<file path="config.mk">
export PLATFORM = sky130hd
export DESIGN_NAME = apw_top
export DESIGN_NICKNAME = d
export VERILOG_FILES = /design/src/shared/apw_pkg.sv /design/src/verilog/apw_key_matcher.sv /design/src/verilog/apw_psw_gen.sv /design/src/verilog/apw_top.sv
export SDC_FILE = /design/constraint.sdc
export NUM_CORES = 1
export LEC_CHECK = 0
export ABC_AREA = 1
export BUFFER_PORTS_ARGS = -buffer_cell sky130_fd_sc_hd__buf_4
export CAP_MARGIN = 10
export CORE_ASPECT_RATIO = 0.8
export CORE_MARGIN = 10
export CORE_UTILIZATION = 35
export CTS_CLUSTER_SIZE = 25
export DETAILED_ROUTE_END_ITERATION = 8
export GPL_ROUTABILITY_DRIVEN = 0
export HOLD_SLACK_MARGIN = 0.08
export PLACE_DENSITY = 0.55
export SLEW_MARGIN = 5
export SYNTH_ARGS = -nofsm -noshare
export SYNTH_HDL_FRONTEND = slang
export SYNTH_SLANG_ARGS = --single-unit
</file>
<file path="constraint.sdc">
create_clock -name core_clk_i -period 8 [get_ports core_clk_i]
set_clock_uncertainty 0.15 [all_clocks]
set_input_delay 0.8 -clock core_clk_i [delete_from_list [all_inputs] [get_ports core_clk_i]]
set_output_delay 0.8 -clock core_clk_i [all_outputs]
set_load 0.005 [all_outputs]
</file>
<file path="src/shared/apw_pkg.sv">
// Package of register map, field positions, reset values and timing for the PME and wake control block
`default_nettype none
package apw_pkg;
  // Register indices; byte address is four times the index
  localparam logic [7:0] IDX_KBD_INDEX  = 8'hE1;
  localparam logic [7:0] IDX_KBD_DATA   = 8'hE2;
  localparam logic [7:0] IDX_POLICY     = 8'hE4;
  localparam logic [7:0] IDX_WAKE_SEL   = 8'hE7;
  localparam logic [7:0] IDX_GLOBAL     = 8'hF2;
  localparam logic [7:0] IDX_STAT_ONE   = 8'hF3;
  localparam logic [7:0] IDX_STAT_TWO   = 8'hF4;
  localparam logic [7:0] IDX_EN_ONE     = 8'hF6;
  localparam logic [7:0] IDX_EN_TWO     = 8'hF7;
  localparam logic [7:0] IDX_ROUTE      = 8'hFE;
  localparam logic [7:0] IDX_CTRL       = 8'h10;
  localparam logic [7:0] IDX_IRQ_STAT   = 8'h11;
  localparam logic [7:0] IDX_IRQ_MASK   = 8'h12;
  // Field positions of the wake and reset select register
  localparam int BIT_KSET_THREE = 7;
  localparam int BIT_KSET_TWO   = 6;
  localparam int BIT_OS_KEY     = 5;
  localparam int BIT_DELAY_PSW  = 4;
  localparam int BIT_WDT_SRC    = 3;
  localparam int BIT_HWM_SRC    = 0;
  localparam logic [7:0] WAKE_SEL_MASK = 8'hF9;
  // Policy field and code
  localparam int POLICY_LSB = 5;
  localparam logic [1:0] POLICY_ALWAYS_ON = 2'h1;
  // Route field positions
  localparam int ROUTE_PSW_LSB = 4;
  localparam int ROUTE_PME_LSB = 0;
  // Reset values
  localparam logic [7:0] RST_WAKE_SEL = 8'h00;
  localparam logic [7:0] RST_GLOBAL   = 8'h3E;
  localparam logic [7:0] RST_ZERO     = 8'h00;
  // Keyboard wake storage: set two at 30h, set three at 40h, 15 entries each
  localparam int KSET_NUM   = 2;
  localparam int KSET_DEPTH = 15;
  localparam logic [3:0] KSET_TWO_BASE   = 4'h3;
  localparam logic [3:0] KSET_THREE_BASE = 4'h4;
  // Interrupt status bits
  localparam int IRQ_PME   = 0;
  localparam int IRQ_PSW   = 1;
  localparam int IRQ_MATCH = 2;
  localparam int IRQ_NUM   = 3;
  // Timing
  localparam longint CLK_HZ       = 50_000_000;
  localparam longint PSW_DELAY_MS = 500;
  localparam longint PSW_PULSE_NS = 2000;
  localparam longint PSW_DELAY_CYC = CLK_HZ * PSW_DELAY_MS / 1000;
  localparam longint PSW_PULSE_CYC = CLK_HZ / 1000 * PSW_PULSE_NS / 1_000_000;
  // Power switch sequencer states
  typedef enum logic [1:0] {
    PSW_IDLE  = 2'b00,
    PSW_WAIT  = 2'b01,
    PSW_DRIVE = 2'b10
  } apw_psw_state_t;
endpackage : apw_pkg
`default_nettype wire

</file>
<file path="src/verilog/apw_key_matcher.sv">
// Sequence matcher for one keyboard wake key combination
`default_nettype none
module apw_key_matcher
  import apw_pkg::*;
#(
  parameter int DEPTH = KSET_DEPTH
)
(
  // Clock and reset
  input  wire logic               core_clk_i,
  input  wire logic               rst_i,
  // Control and stored combination
  input  wire logic               enable_i,
  input  wire logic [DEPTH*8-1:0] seq_i,
  // Incoming key codes
  input  wire logic               code_valid_i,
  input  wire logic [7:0]         code_i,
  // Match pulse
  output logic                    match_o
);
  initial
  begin
    if (DEPTH < 1 || DEPTH > 15)
      $error("apw_key_matcher: DEPTH out of range");
  end

  logic [3:0] pos;
  logic [3:0] pos_up;
  logic [7:0] want;
  logic [7:0] next_want;

  // A zero entry ends the combination, so short sequences need no length field
  assign pos_up    = pos + 4'h1;
  assign want      = seq_i[8*pos +: 8];
  assign next_want = (pos_up < 4'(DEPTH)) ? seq_i[8*pos_up +: 8] : 8'h00;

  // Walk the stored sequence; a mismatch restarts, counting the code as a new start when it equals the first entry
  always_ff @(posedge core_clk_i)
  begin
    if (rst_i || !enable_i)
    begin
      pos     <= 4'h0;
      match_o <= 1'b0;
    end
    else
    begin
      match_o <= 1'b0;
      if (code_valid_i && seq_i[7:0] != 8'h00)
      begin
        if (code_i == want)
        begin
          if (next_want == 8'h00)
          begin
            pos     <= 4'h0;
            match_o <= 1'b1;
          end
          else
            pos <= pos_up;
        end
        else
          pos <= (code_i == seq_i[7:0]) ? 4'h1 : 4'h0;
      end
    end
  end
endmodule : apw_key_matcher
`default_nettype wire

</file>
<file path="src/verilog/apw_psw_gen.sv">
// Power switch output sequencer with optional start delay
`default_nettype none
module apw_psw_gen
  import apw_pkg::*;
#(
  parameter int DELAY_CYC = 32'(PSW_DELAY_CYC),
  parameter int PULSE_CYC = 32'(PSW_PULSE_CYC)
)
(
  // Clock and reset
  input  wire logic core_clk_i,
  input  wire logic rst_i,
  // Triggers
  input  wire logic now_i,
  input  wire logic delayed_i,
  // Outputs
  output logic      psw_n_o,
  output logic      start_o,
  output logic      idle_o
);
  initial
  begin
    if (DELAY_CYC < 2 || PULSE_CYC < 1)
      $error("apw_psw_gen: counts too small");
  end

  apw_psw_state_t state;
  logic [31:0]    cnt;

  assign psw_n_o = (state != PSW_DRIVE);
  assign idle_o  = (state == PSW_IDLE);

  // Triggers while busy are dropped; one press makes one pulse
  always_ff @(posedge core_clk_i)
  begin
    if (rst_i)
    begin
      state   <= PSW_IDLE;
      cnt     <= 32'h0;
      start_o <= 1'b0;
    end
    else
    begin
      start_o <= 1'b0;
      case (state)
        PSW_IDLE:
        begin
          if (now_i)
          begin
            state   <= PSW_DRIVE;
            cnt     <= 32'(PULSE_CYC - 1);
            start_o <= 1'b1;
          end
          else if (delayed_i)
          begin
            state <= PSW_WAIT;
            cnt   <= 32'(DELAY_CYC - 2);
          end
        end
        PSW_WAIT:
        begin
          if (cnt == 32'h0)
          begin
            state   <= PSW_DRIVE;
            cnt     <= 32'(PULSE_CYC - 1);
            start_o <= 1'b1;
          end
          else
            cnt <= cnt - 32'h1;
        end
        PSW_DRIVE:
        begin
          if (cnt == 32'h0)
            state <= PSW_IDLE;
          else
            cnt <= cnt - 32'h1;
        end
        default:
          state <= PSW_IDLE;
      endcase
    end
  end
endmodule : apw_psw_gen
`default_nettype wire

</file>
<file path="src/verilog/apw_top.sv">
// PME, wake and reset-source control with APB register access
//
// Decided for this implementation: the APB interface to the registers.
`default_nettype none
module apw_top
  import apw_pkg::*;
#(
  parameter int PSW_DELAY = 32'(PSW_DELAY_CYC),
  parameter int PSW_PULSE = 32'(PSW_PULSE_CYC)
)
(
  // Clock and reset
  input  wire logic        core_clk_i,
  input  wire logic        rst_i,
  // APB slave
  input  wire logic        psel_i,
  input  wire logic        penable_i,
  input  wire logic        pwrite_i,
  input  wire logic [9:0]  paddr_i,
  input  wire logic [31:0] pwdata_i,
  output logic             pready_o,
  output logic [31:0]      prdata_o,
  output logic             pslverr_o,
  // Source interrupts, first group bits 6..0: uart_c, mouse, keyboard_controller, printer, floppy, uart_a, uart_b
  input  wire logic [6:0]  src_one_i,
  // Second group bits 5..0: uart_f, uart_e, hardware_monitor, watchdog_timeout, uart_d, ring_indicate_b
  input  wire logic [5:0]  src_two_i,
  // Event pulses of gen_input_27, 26, 25 in bits 2..0
  input  wire logic [2:0]  gen_input_evt_i,
  // Keyboard wake
  input  wire logic        key_valid_i,
  input  wire logic [7:0]  key_code_i,
  input  wire logic        os_key_i,
  // Power return pulse
  input  wire logic        power_return_i,
  // Reset sources
  input  wire logic        bus_reset_in_n_i,
  input  wire logic        power_good_i,
  // Outputs
  output logic             pme_n_o,
  output logic             power_switch_out_n_o,
  output logic             wdt_reset_o,
  output logic             hwm_reset_o,
  output logic             irq_o
);
  initial
  begin
    if (PSW_DELAY < PSW_PULSE + 2)
      $error("apw_top: PSW_DELAY too small");
  end

  // Register state
  logic [7:0]         wake_and_reset_select;
  logic               pme_global_on;
  logic [6:0]         pme_status_first;
  logic [5:0]         pme_status_second;
  logic [6:0]         pme_enable_first;
  logic [5:0]         pme_enable_second;
  logic [7:0]         gpio_event_route;
  logic [1:0]         power_loss_policy;
  logic [7:0]         kbd_wake_index_reg;
  logic               kbd_wake_on;
  logic [IRQ_NUM-1:0] irq_status;
  logic [IRQ_NUM-1:0] irq_mask;
  logic [7:0]         kmem [KSET_NUM][KSET_DEPTH];

  // Bus decode
  logic       setup_ph;
  logic       wr_acc;
  logic       rd_acc;
  logic [7:0] idx;
  logic       mapped;
  logic [7:0] rd_mux;
  logic [7:0] kdata_rd;
  logic [IRQ_NUM-1:0] irq_seen;

  assign idx      = paddr_i[9:2];
  assign setup_ph = psel_i && !penable_i;
  assign wr_acc   = psel_i && penable_i && pwrite_i;
  assign rd_acc   = psel_i && penable_i && !pwrite_i;
  assign pready_o = 1'b1;

  // Address map
  always_comb
  begin
    mapped = 1'b1;
    case (idx)
      IDX_KBD_INDEX, IDX_KBD_DATA, IDX_POLICY, IDX_WAKE_SEL, IDX_GLOBAL,
      IDX_STAT_ONE, IDX_STAT_TWO, IDX_EN_ONE, IDX_EN_TWO, IDX_ROUTE,
      IDX_CTRL, IDX_IRQ_STAT, IDX_IRQ_MASK:
        mapped = 1'b1;
      default:
        mapped = 1'b0;
    endcase
  end

  assign pslverr_o = psel_i && penable_i && !mapped;

  // Indirect keyboard wake data at the current index
  always_comb
  begin
    kdata_rd = 8'h00;
    if (kbd_wake_index_reg[3:0] != 4'hF)
    begin
      if (kbd_wake_index_reg[7:4] == KSET_TWO_BASE)
        kdata_rd = kmem[0][kbd_wake_index_reg[3:0]];
      else if (kbd_wake_index_reg[7:4] == KSET_THREE_BASE)
        kdata_rd = kmem[1][kbd_wake_index_reg[3:0]];
    end
  end

  // Read mux; reserved bits of the global register read their default
  always_comb
  begin
    case (idx)
      IDX_KBD_INDEX: rd_mux = kbd_wake_index_reg;
      IDX_KBD_DATA:  rd_mux = kdata_rd;
      IDX_POLICY:    rd_mux = {1'b0, power_loss_policy, 5'h00};
      IDX_WAKE_SEL:  rd_mux = wake_and_reset_select;
      IDX_GLOBAL:    rd_mux = {RST_GLOBAL[7:1], pme_global_on};
      IDX_STAT_ONE:  rd_mux = {1'b0, pme_status_first};
      IDX_STAT_TWO:  rd_mux = {2'h0, pme_status_second};
      IDX_EN_ONE:    rd_mux = {1'b0, pme_enable_first};
      IDX_EN_TWO:    rd_mux = {2'h0, pme_enable_second};
      IDX_ROUTE:     rd_mux = gpio_event_route;
      IDX_CTRL:      rd_mux = {7'h00, kbd_wake_on};
      IDX_IRQ_STAT:  rd_mux = {5'h00, irq_status};
      IDX_IRQ_MASK:  rd_mux = {5'h00, irq_mask};
      default:       rd_mux = 8'h00;
    endcase
  end

  // Read data is captured in the setup phase so the access phase answers at once
  always_ff @(posedge core_clk_i)
  begin
    if (rst_i)
      prdata_o <= 32'h0;
    else if (setup_ph && !pwrite_i)
      prdata_o <= {24'h000000, rd_mux};
  end

  // Control registers
  always_ff @(posedge core_clk_i)
  begin
    if (rst_i)
    begin
      wake_and_reset_select <= RST_WAKE_SEL;
      pme_global_on         <= RST_GLOBAL[0];
      pme_enable_first      <= RST_ZERO[6:0];
      pme_enable_second     <= RST_ZERO[5:0];
      gpio_event_route      <= RST_ZERO;
      power_loss_policy     <= RST_ZERO[1:0];
      kbd_wake_index_reg    <= RST_ZERO;
      kbd_wake_on           <= 1'b0;
      irq_mask              <= RST_ZERO[IRQ_NUM-1:0];
    end
    else if (wr_acc)
    begin
      case (idx)
        IDX_KBD_INDEX: kbd_wake_index_reg    <= pwdata_i[7:0];
        IDX_POLICY:    power_loss_policy     <= pwdata_i[POLICY_LSB +: 2];
        IDX_WAKE_SEL:  wake_and_reset_select <= pwdata_i[7:0] & WAKE_SEL_MASK;
        IDX_GLOBAL:    pme_global_on         <= pwdata_i[0];
        IDX_EN_ONE:    pme_enable_first      <= pwdata_i[6:0];
        IDX_EN_TWO:    pme_enable_second     <= pwdata_i[5:0];
        IDX_ROUTE:     gpio_event_route      <= pwdata_i[7:0] & 8'h77;
        IDX_CTRL:      kbd_wake_on           <= pwdata_i[0];
        IDX_IRQ_MASK:  irq_mask              <= pwdata_i[IRQ_NUM-1:0];
        default:       kbd_wake_on           <= kbd_wake_on;
      endcase
    end
  end

  // Key combination storage and matchers, one per set
  logic [KSET_NUM-1:0] kset_on;
  logic [KSET_NUM-1:0] kset_match;
  assign kset_on = {wake_and_reset_select[BIT_KSET_THREE], wake_and_reset_select[BIT_KSET_TWO]};

  genvar s;
  generate
    for (s = 0; s < KSET_NUM; s++)
    begin : g_kset
      logic [KSET_DEPTH*8-1:0] flat;
      logic                    hit;
      // Set two lives at 30h..3Eh, set three at 40h..4Eh
      assign hit = (kbd_wake_index_reg[7:4] == ((s == 0) ? KSET_TWO_BASE : KSET_THREE_BASE))
                   && (kbd_wake_index_reg[3:0] != 4'hF);
      for (genvar e = 0; e < KSET_DEPTH; e++)
      begin : g_entry
        assign flat[8*e +: 8] = kmem[s][e];
        always_ff @(posedge core_clk_i)
        begin
          if (rst_i)
            kmem[s][e] <= 8'h00;
          else if (wr_acc && idx == IDX_KBD_DATA && hit && kbd_wake_index_reg[3:0] == 4'(e))
            kmem[s][e] <= pwdata_i[7:0];
        end
      end
      // Matching only runs while the set is enabled and keyboard wake is on
      apw_key_matcher #(
        .DEPTH (KSET_DEPTH)
      ) u_match (
        .core_clk_i   (core_clk_i),
        .rst_i        (rst_i),
        .enable_i     (kset_on[s] && kbd_wake_on),
        .seq_i        (flat),
        .code_valid_i (key_valid_i),
        .code_i       (key_code_i),
        .match_o      (kset_match[s])
      );
    end
  endgenerate

  // Rising edges of source interrupts are the events
  logic [6:0] src_one_q;
  logic [5:0] src_two_q;
  logic [6:0] evt_one;
  logic [5:0] evt_two;
  logic [6:0] clr_one;
  logic [5:0] clr_two;

  always_ff @(posedge core_clk_i)
  begin
    if (rst_i)
    begin
      src_one_q <= 7'h00;
      src_two_q <= 6'h00;
    end
    else
    begin
      src_one_q <= src_one_i;
      src_two_q <= src_two_i;
    end
  end

  assign evt_one = src_one_i & ~src_one_q;
  assign evt_two = src_two_i & ~src_two_q;
  assign clr_one = (wr_acc && idx == IDX_STAT_ONE) ? pwdata_i[6:0] : 7'h00;
  assign clr_two = (wr_acc && idx == IDX_STAT_TWO) ? pwdata_i[5:0] : 6'h00;

  // Sticky status; the set term is applied after the clear so it wins
  always_ff @(posedge core_clk_i)
  begin
    if (rst_i)
    begin
      pme_status_first  <= 7'h00;
      pme_status_second <= 6'h00;
    end
    else
    begin
      pme_status_first  <= (pme_status_first & ~clr_one) | evt_one;
      pme_status_second <= (pme_status_second & ~clr_two) | evt_two;
    end
  end

  // PME output; a routed general input only asserts it for its event cycle
  logic pme_cause;
  assign pme_cause = |(pme_status_first & pme_enable_first)
                   | |(pme_status_second & pme_enable_second)
                   | |(gen_input_evt_i & gpio_event_route[ROUTE_PME_LSB +: 3]);

  always_ff @(posedge core_clk_i)
  begin
    if (rst_i)
      pme_n_o <= 1'b1;
    else
      pme_n_o <= !(pme_global_on && pme_cause);
  end

  // Power switch triggers
  logic psw_now;
  logic psw_delayed;
  logic psw_start;
  logic psw_idle;
  logic os_wake;
  logic policy_on;

  assign os_wake     = os_key_i && wake_and_reset_select[BIT_OS_KEY] && kbd_wake_on;
  assign policy_on   = (power_loss_policy == POLICY_ALWAYS_ON);
  assign psw_delayed = power_return_i && policy_on && wake_and_reset_select[BIT_DELAY_PSW];
  assign psw_now     = os_wake || (|kset_match)
                     || |(gen_input_evt_i & gpio_event_route[ROUTE_PSW_LSB +: 3])
                     || (power_return_i && policy_on && !wake_and_reset_select[BIT_DELAY_PSW]);

  apw_psw_gen #(
    .DELAY_CYC (PSW_DELAY),
    .PULSE_CYC (PSW_PULSE)
  ) u_psw (
    .core_clk_i (core_clk_i),
    .rst_i      (rst_i),
    .now_i      (psw_now),
    .delayed_i  (psw_delayed),
    .psw_n_o    (power_switch_out_n_o),
    .start_o    (psw_start),
    .idle_o     (psw_idle)
  );

  // Reset source selection, registered to keep the outputs glitch free
  always_ff @(posedge core_clk_i)
  begin
    if (rst_i)
    begin
      wdt_reset_o <= 1'b0;
      hwm_reset_o <= 1'b0;
    end
    else
    begin
      wdt_reset_o <= wake_and_reset_select[BIT_WDT_SRC] ? !power_good_i : !bus_reset_in_n_i;
      hwm_reset_o <= wake_and_reset_select[BIT_HWM_SRC] ? !bus_reset_in_n_i : !power_good_i;
    end
  end

  // Interrupt status; a read clears only the bits it returned
  logic pme_n_q;
  always_ff @(posedge core_clk_i)
  begin
    if (rst_i)
    begin
      irq_status <= '0;
      irq_seen   <= '0;
      pme_n_q    <= 1'b1;
    end
    else
    begin
      pme_n_q <= pme_n_o;
      if (setup_ph && !pwrite_i && idx == IDX_IRQ_STAT)
        irq_seen <= irq_status;
      irq_status <= (irq_status & ~((rd_acc && idx == IDX_IRQ_STAT) ? irq_seen : '0))
                  | {(|kset_match), psw_start, (pme_n_q && !pme_n_o)};
    end
  end

  assign irq_o = |(irq_status & irq_mask);
endmodule : apw_top
`default_nettype wire

</file>
==> reports/metrics.yaml <==
floorplanning:
  fp.dieW_um: 301
  rows: 82
  ios: 115
  core_area_um2: 62600
  floorplan.initialDensity_pct: 35.3
  die-height_um: 245
  dieArea_um2: 73700
power_and_ir_drop:
  power_density_nw_per_um2: 199
  ir_drop_uv: 162
  p_seq_share_pct: 45.7
  p_switching_w: 0.00142
  p_int_w: 0.00342
  power_frac_clock_pct: 39.2
  leakage_nw: 9.93
  p_sw_share_pct: 29.4
  p_comb_share_pct: 15.1
cells_and_area:
  fillers: 6608
  n_antenna_cell: 0
  multi_input_area_um2: 10100
  finish.utilization_pct: 38.9
  top_regs: "kmem: 240 flops, u_psw.cnt: 32 flops"
  top_register: "kmem"
  seqCellArea_um2: 9790
  mostFrequentLayoutCells: "nand2_1 (643), nor2_1 (431), inv_1 (348), nand3_1 (283), edfxtp_1 (240)"
  mostFrequentLayoutCell: "nand2_1"
  largest_reg_flops: 240
  nets: 3101
  design_area_um2: 24300
  fin_cells: 3889
  syn_to_final_growth_pct: 10.1
  drive_gt1_share_pct: 7.12
cts:
  postCtsSetupRepairBufs: 0
  cts.sinks: 369
  cts_tree: "yes"
  clock_latency_ns: 0.59
  clk_pin_slew_ns: 0.06
  cts_hold_buf: 0
  numCtsBuffers: 40
  clock_path_buffers: 3
  h-tree-depth: 2
  root_buffer: "clkbuf_16"
  ctsResizeCount: 0
timing:
  post-route-min-period_ns: 4.47
  slew_viol_final: 0
  max_freq_mhz: 224
  tns_ns: 0
  rsz0062_at_grt: "false"
  relSlewSlack_pct: 20.7
  tightest_slew_ns: 1.18
  setup_ws_ns: 3.53
  post-route-period-util_pct: 55.9
  setup_viol: 0
  hold_viol: 0
min_path:
  hp-class: "flip-flop to flip-flop"
  hold-path-cell-count: 1
critical_path:
  required_ns: 8.05
  critPathKind: "primary input to flip-flop"
  cp_max_fo: 16
  start_kind: "primary input"
  worstPathArrival_ns: 4.52
  rr_worst_depth: 7
  critPathCaptureType: "flip-flop"
synth:
  avgSynthCellArea_um2: 7.27
  ys_ff_latch: 369
  ys_types: 52
  synth_seq_area_share_pct: 44.3
  yosysTopAreaCell: "edfxtp_1"
  netlist.area_leader.share_pct: 32.6
  syn_inst: 3038
  async_flop_share_pct: 0
  synth_edf_count: 240
  synth_top_cells_by_area: "edfxtp_1 (33%), dfxtp_1 (12%), nand2_1 (11%)"
  synth_warnings: 0
  ys.flop_type: "edfxtp_1"
  syn_area_um2: 22100
drt:
  viasPerCell: 5.64
  drc: 0
  firstDrtPassIters: 6
  ant_nets: 0
  wire_per_inst_um: 21.6
  drtIter0Drc: 3459
  dr_total_vias: 21900
  wl_mm: 84.2
grt:
  grt_overflow_total: 0
  track_usage_pct: 22.1
  grt_pass1_vias: 20200
  grt_max_degree: 106
  antenna_found_initial: 0
  grt_pass1_wl_mm: 127
job:
  max-cap-violations: 0
place:
  place_ws_ns: 3.05
  place_area_um2: 23000
  portBuffers: 63
  detailed_place_hpwl_mm: 58.0
  dp.cells: 3815
run_status:
  status: "complete, no violations"
==> critical path, stage by stage <==
cell,delay [ns]
buf_4,0.11
inv_1,0.08
nand2_2,0.10
inv_1,0.10
nand2_1,0.08
nor2_2,0.20
o21ai_1,0.15
inv_1,0.08
nand2_1,0.07
nor2_2,0.81
inv_1,0.75
o21ai_0,1.14
==> logic make-up (layout without fill, tap and decap cells) <==
group | count (synthesis) | in the layout | synth area share (%)
DFF | 369 | 369 | 44.3
and+or+nand+nor | 1538 | 1538 | 30.3
buffers and inverters | 547 | 535 | 10.3
other | 2 | 25 | 0.0340
AOI/OAI and AO/OA | 549 | 549 | 13.6
xor gates and xnor gates | 25 | 25 | 1.02
adders and majority gates | 8 | 8 | 0.453
==> stage by stage <==
stage / power, W / hold slack [ns]
floorplan: 0.00275 / 0.231
global placement: 0.00296 / 0.256
detailed placement: 0.00297 / 0.252
CTS: 0.00486 / 0.249
global route: 0.00505 / 0.272
finish: 0.00484 / 0.258
==> routing by layer <==
layer  share of wire [%]  GRT usage, %
met5                   0             0
met2                  40          31.3
met1                  44          32.9
met4                 2.6          5.45
met3                  13          5.51
==> synth_stat cells (8+ instances only) <==
library cell	number
ha_1	8
nor4_1	8
dfxtp_1	129
nor3_1	57
nand2_1	644
edfxtp_1	240
nand3_4	10
o21ai_0	238
a21oi_1	134
nand3_1	283
inv_1	348
o22ai_1	97
xnor2_1	8
clkbuf_1	68
buf_4	31
nor2_1	434
nand3_2	11
xor2_1	16
buf_1	12
nand4_1	59
buf_2	57
inv_2	20
o21ai_1	38
==> final cells by class <==
| class | instances | area share (%) |
|---|---|---|
| clock buffer | 52 | 4.47 |
| clock inverter | 22 | 0.910 |
| inverter | 374 | 5.79 |
| multi-input combinational | 2145 | 41.6 |
| sequential | 369 | 40.2 |
| tap | 840 | 4.32 |
| timing repair buffer | 87 | 2.68 |
==> power groups by stage <==
stage	clock network (W)	logic [W]	registers [W]
after detailed placement	0	0.000722	0.00225
after global placement	0	0.000709	0.00225
final	0.00190	0.000732	0.00221
after floorplan	0	0.000537	0.00222
after global routing	0.00199	0.000831	0.00222
after CTS	0.00192	0.000726	0.00221
==> worst paths after layout <==
check	slack, ns	end	start
worst max-delay path	3.53	kmem[1][96]$_SDFFCE_PN0P_	paddr_i[5]
worst min-delay path	0.26	pme_n_o$_SDFF_PP1_	pme_global_on$_SDFFE_PP0P_
worst max register to register	3.58	kmem[1][96]$_SDFFCE_PN0P_	kbd_wake_index_reg[3]$_SDFFE_PP0P_
worst min register to register	0.26	pme_n_o$_SDFF_PP1_	pme_global_on$_SDFFE_PP0P_
No activity file was read; power rests on OpenSTA's default activity.
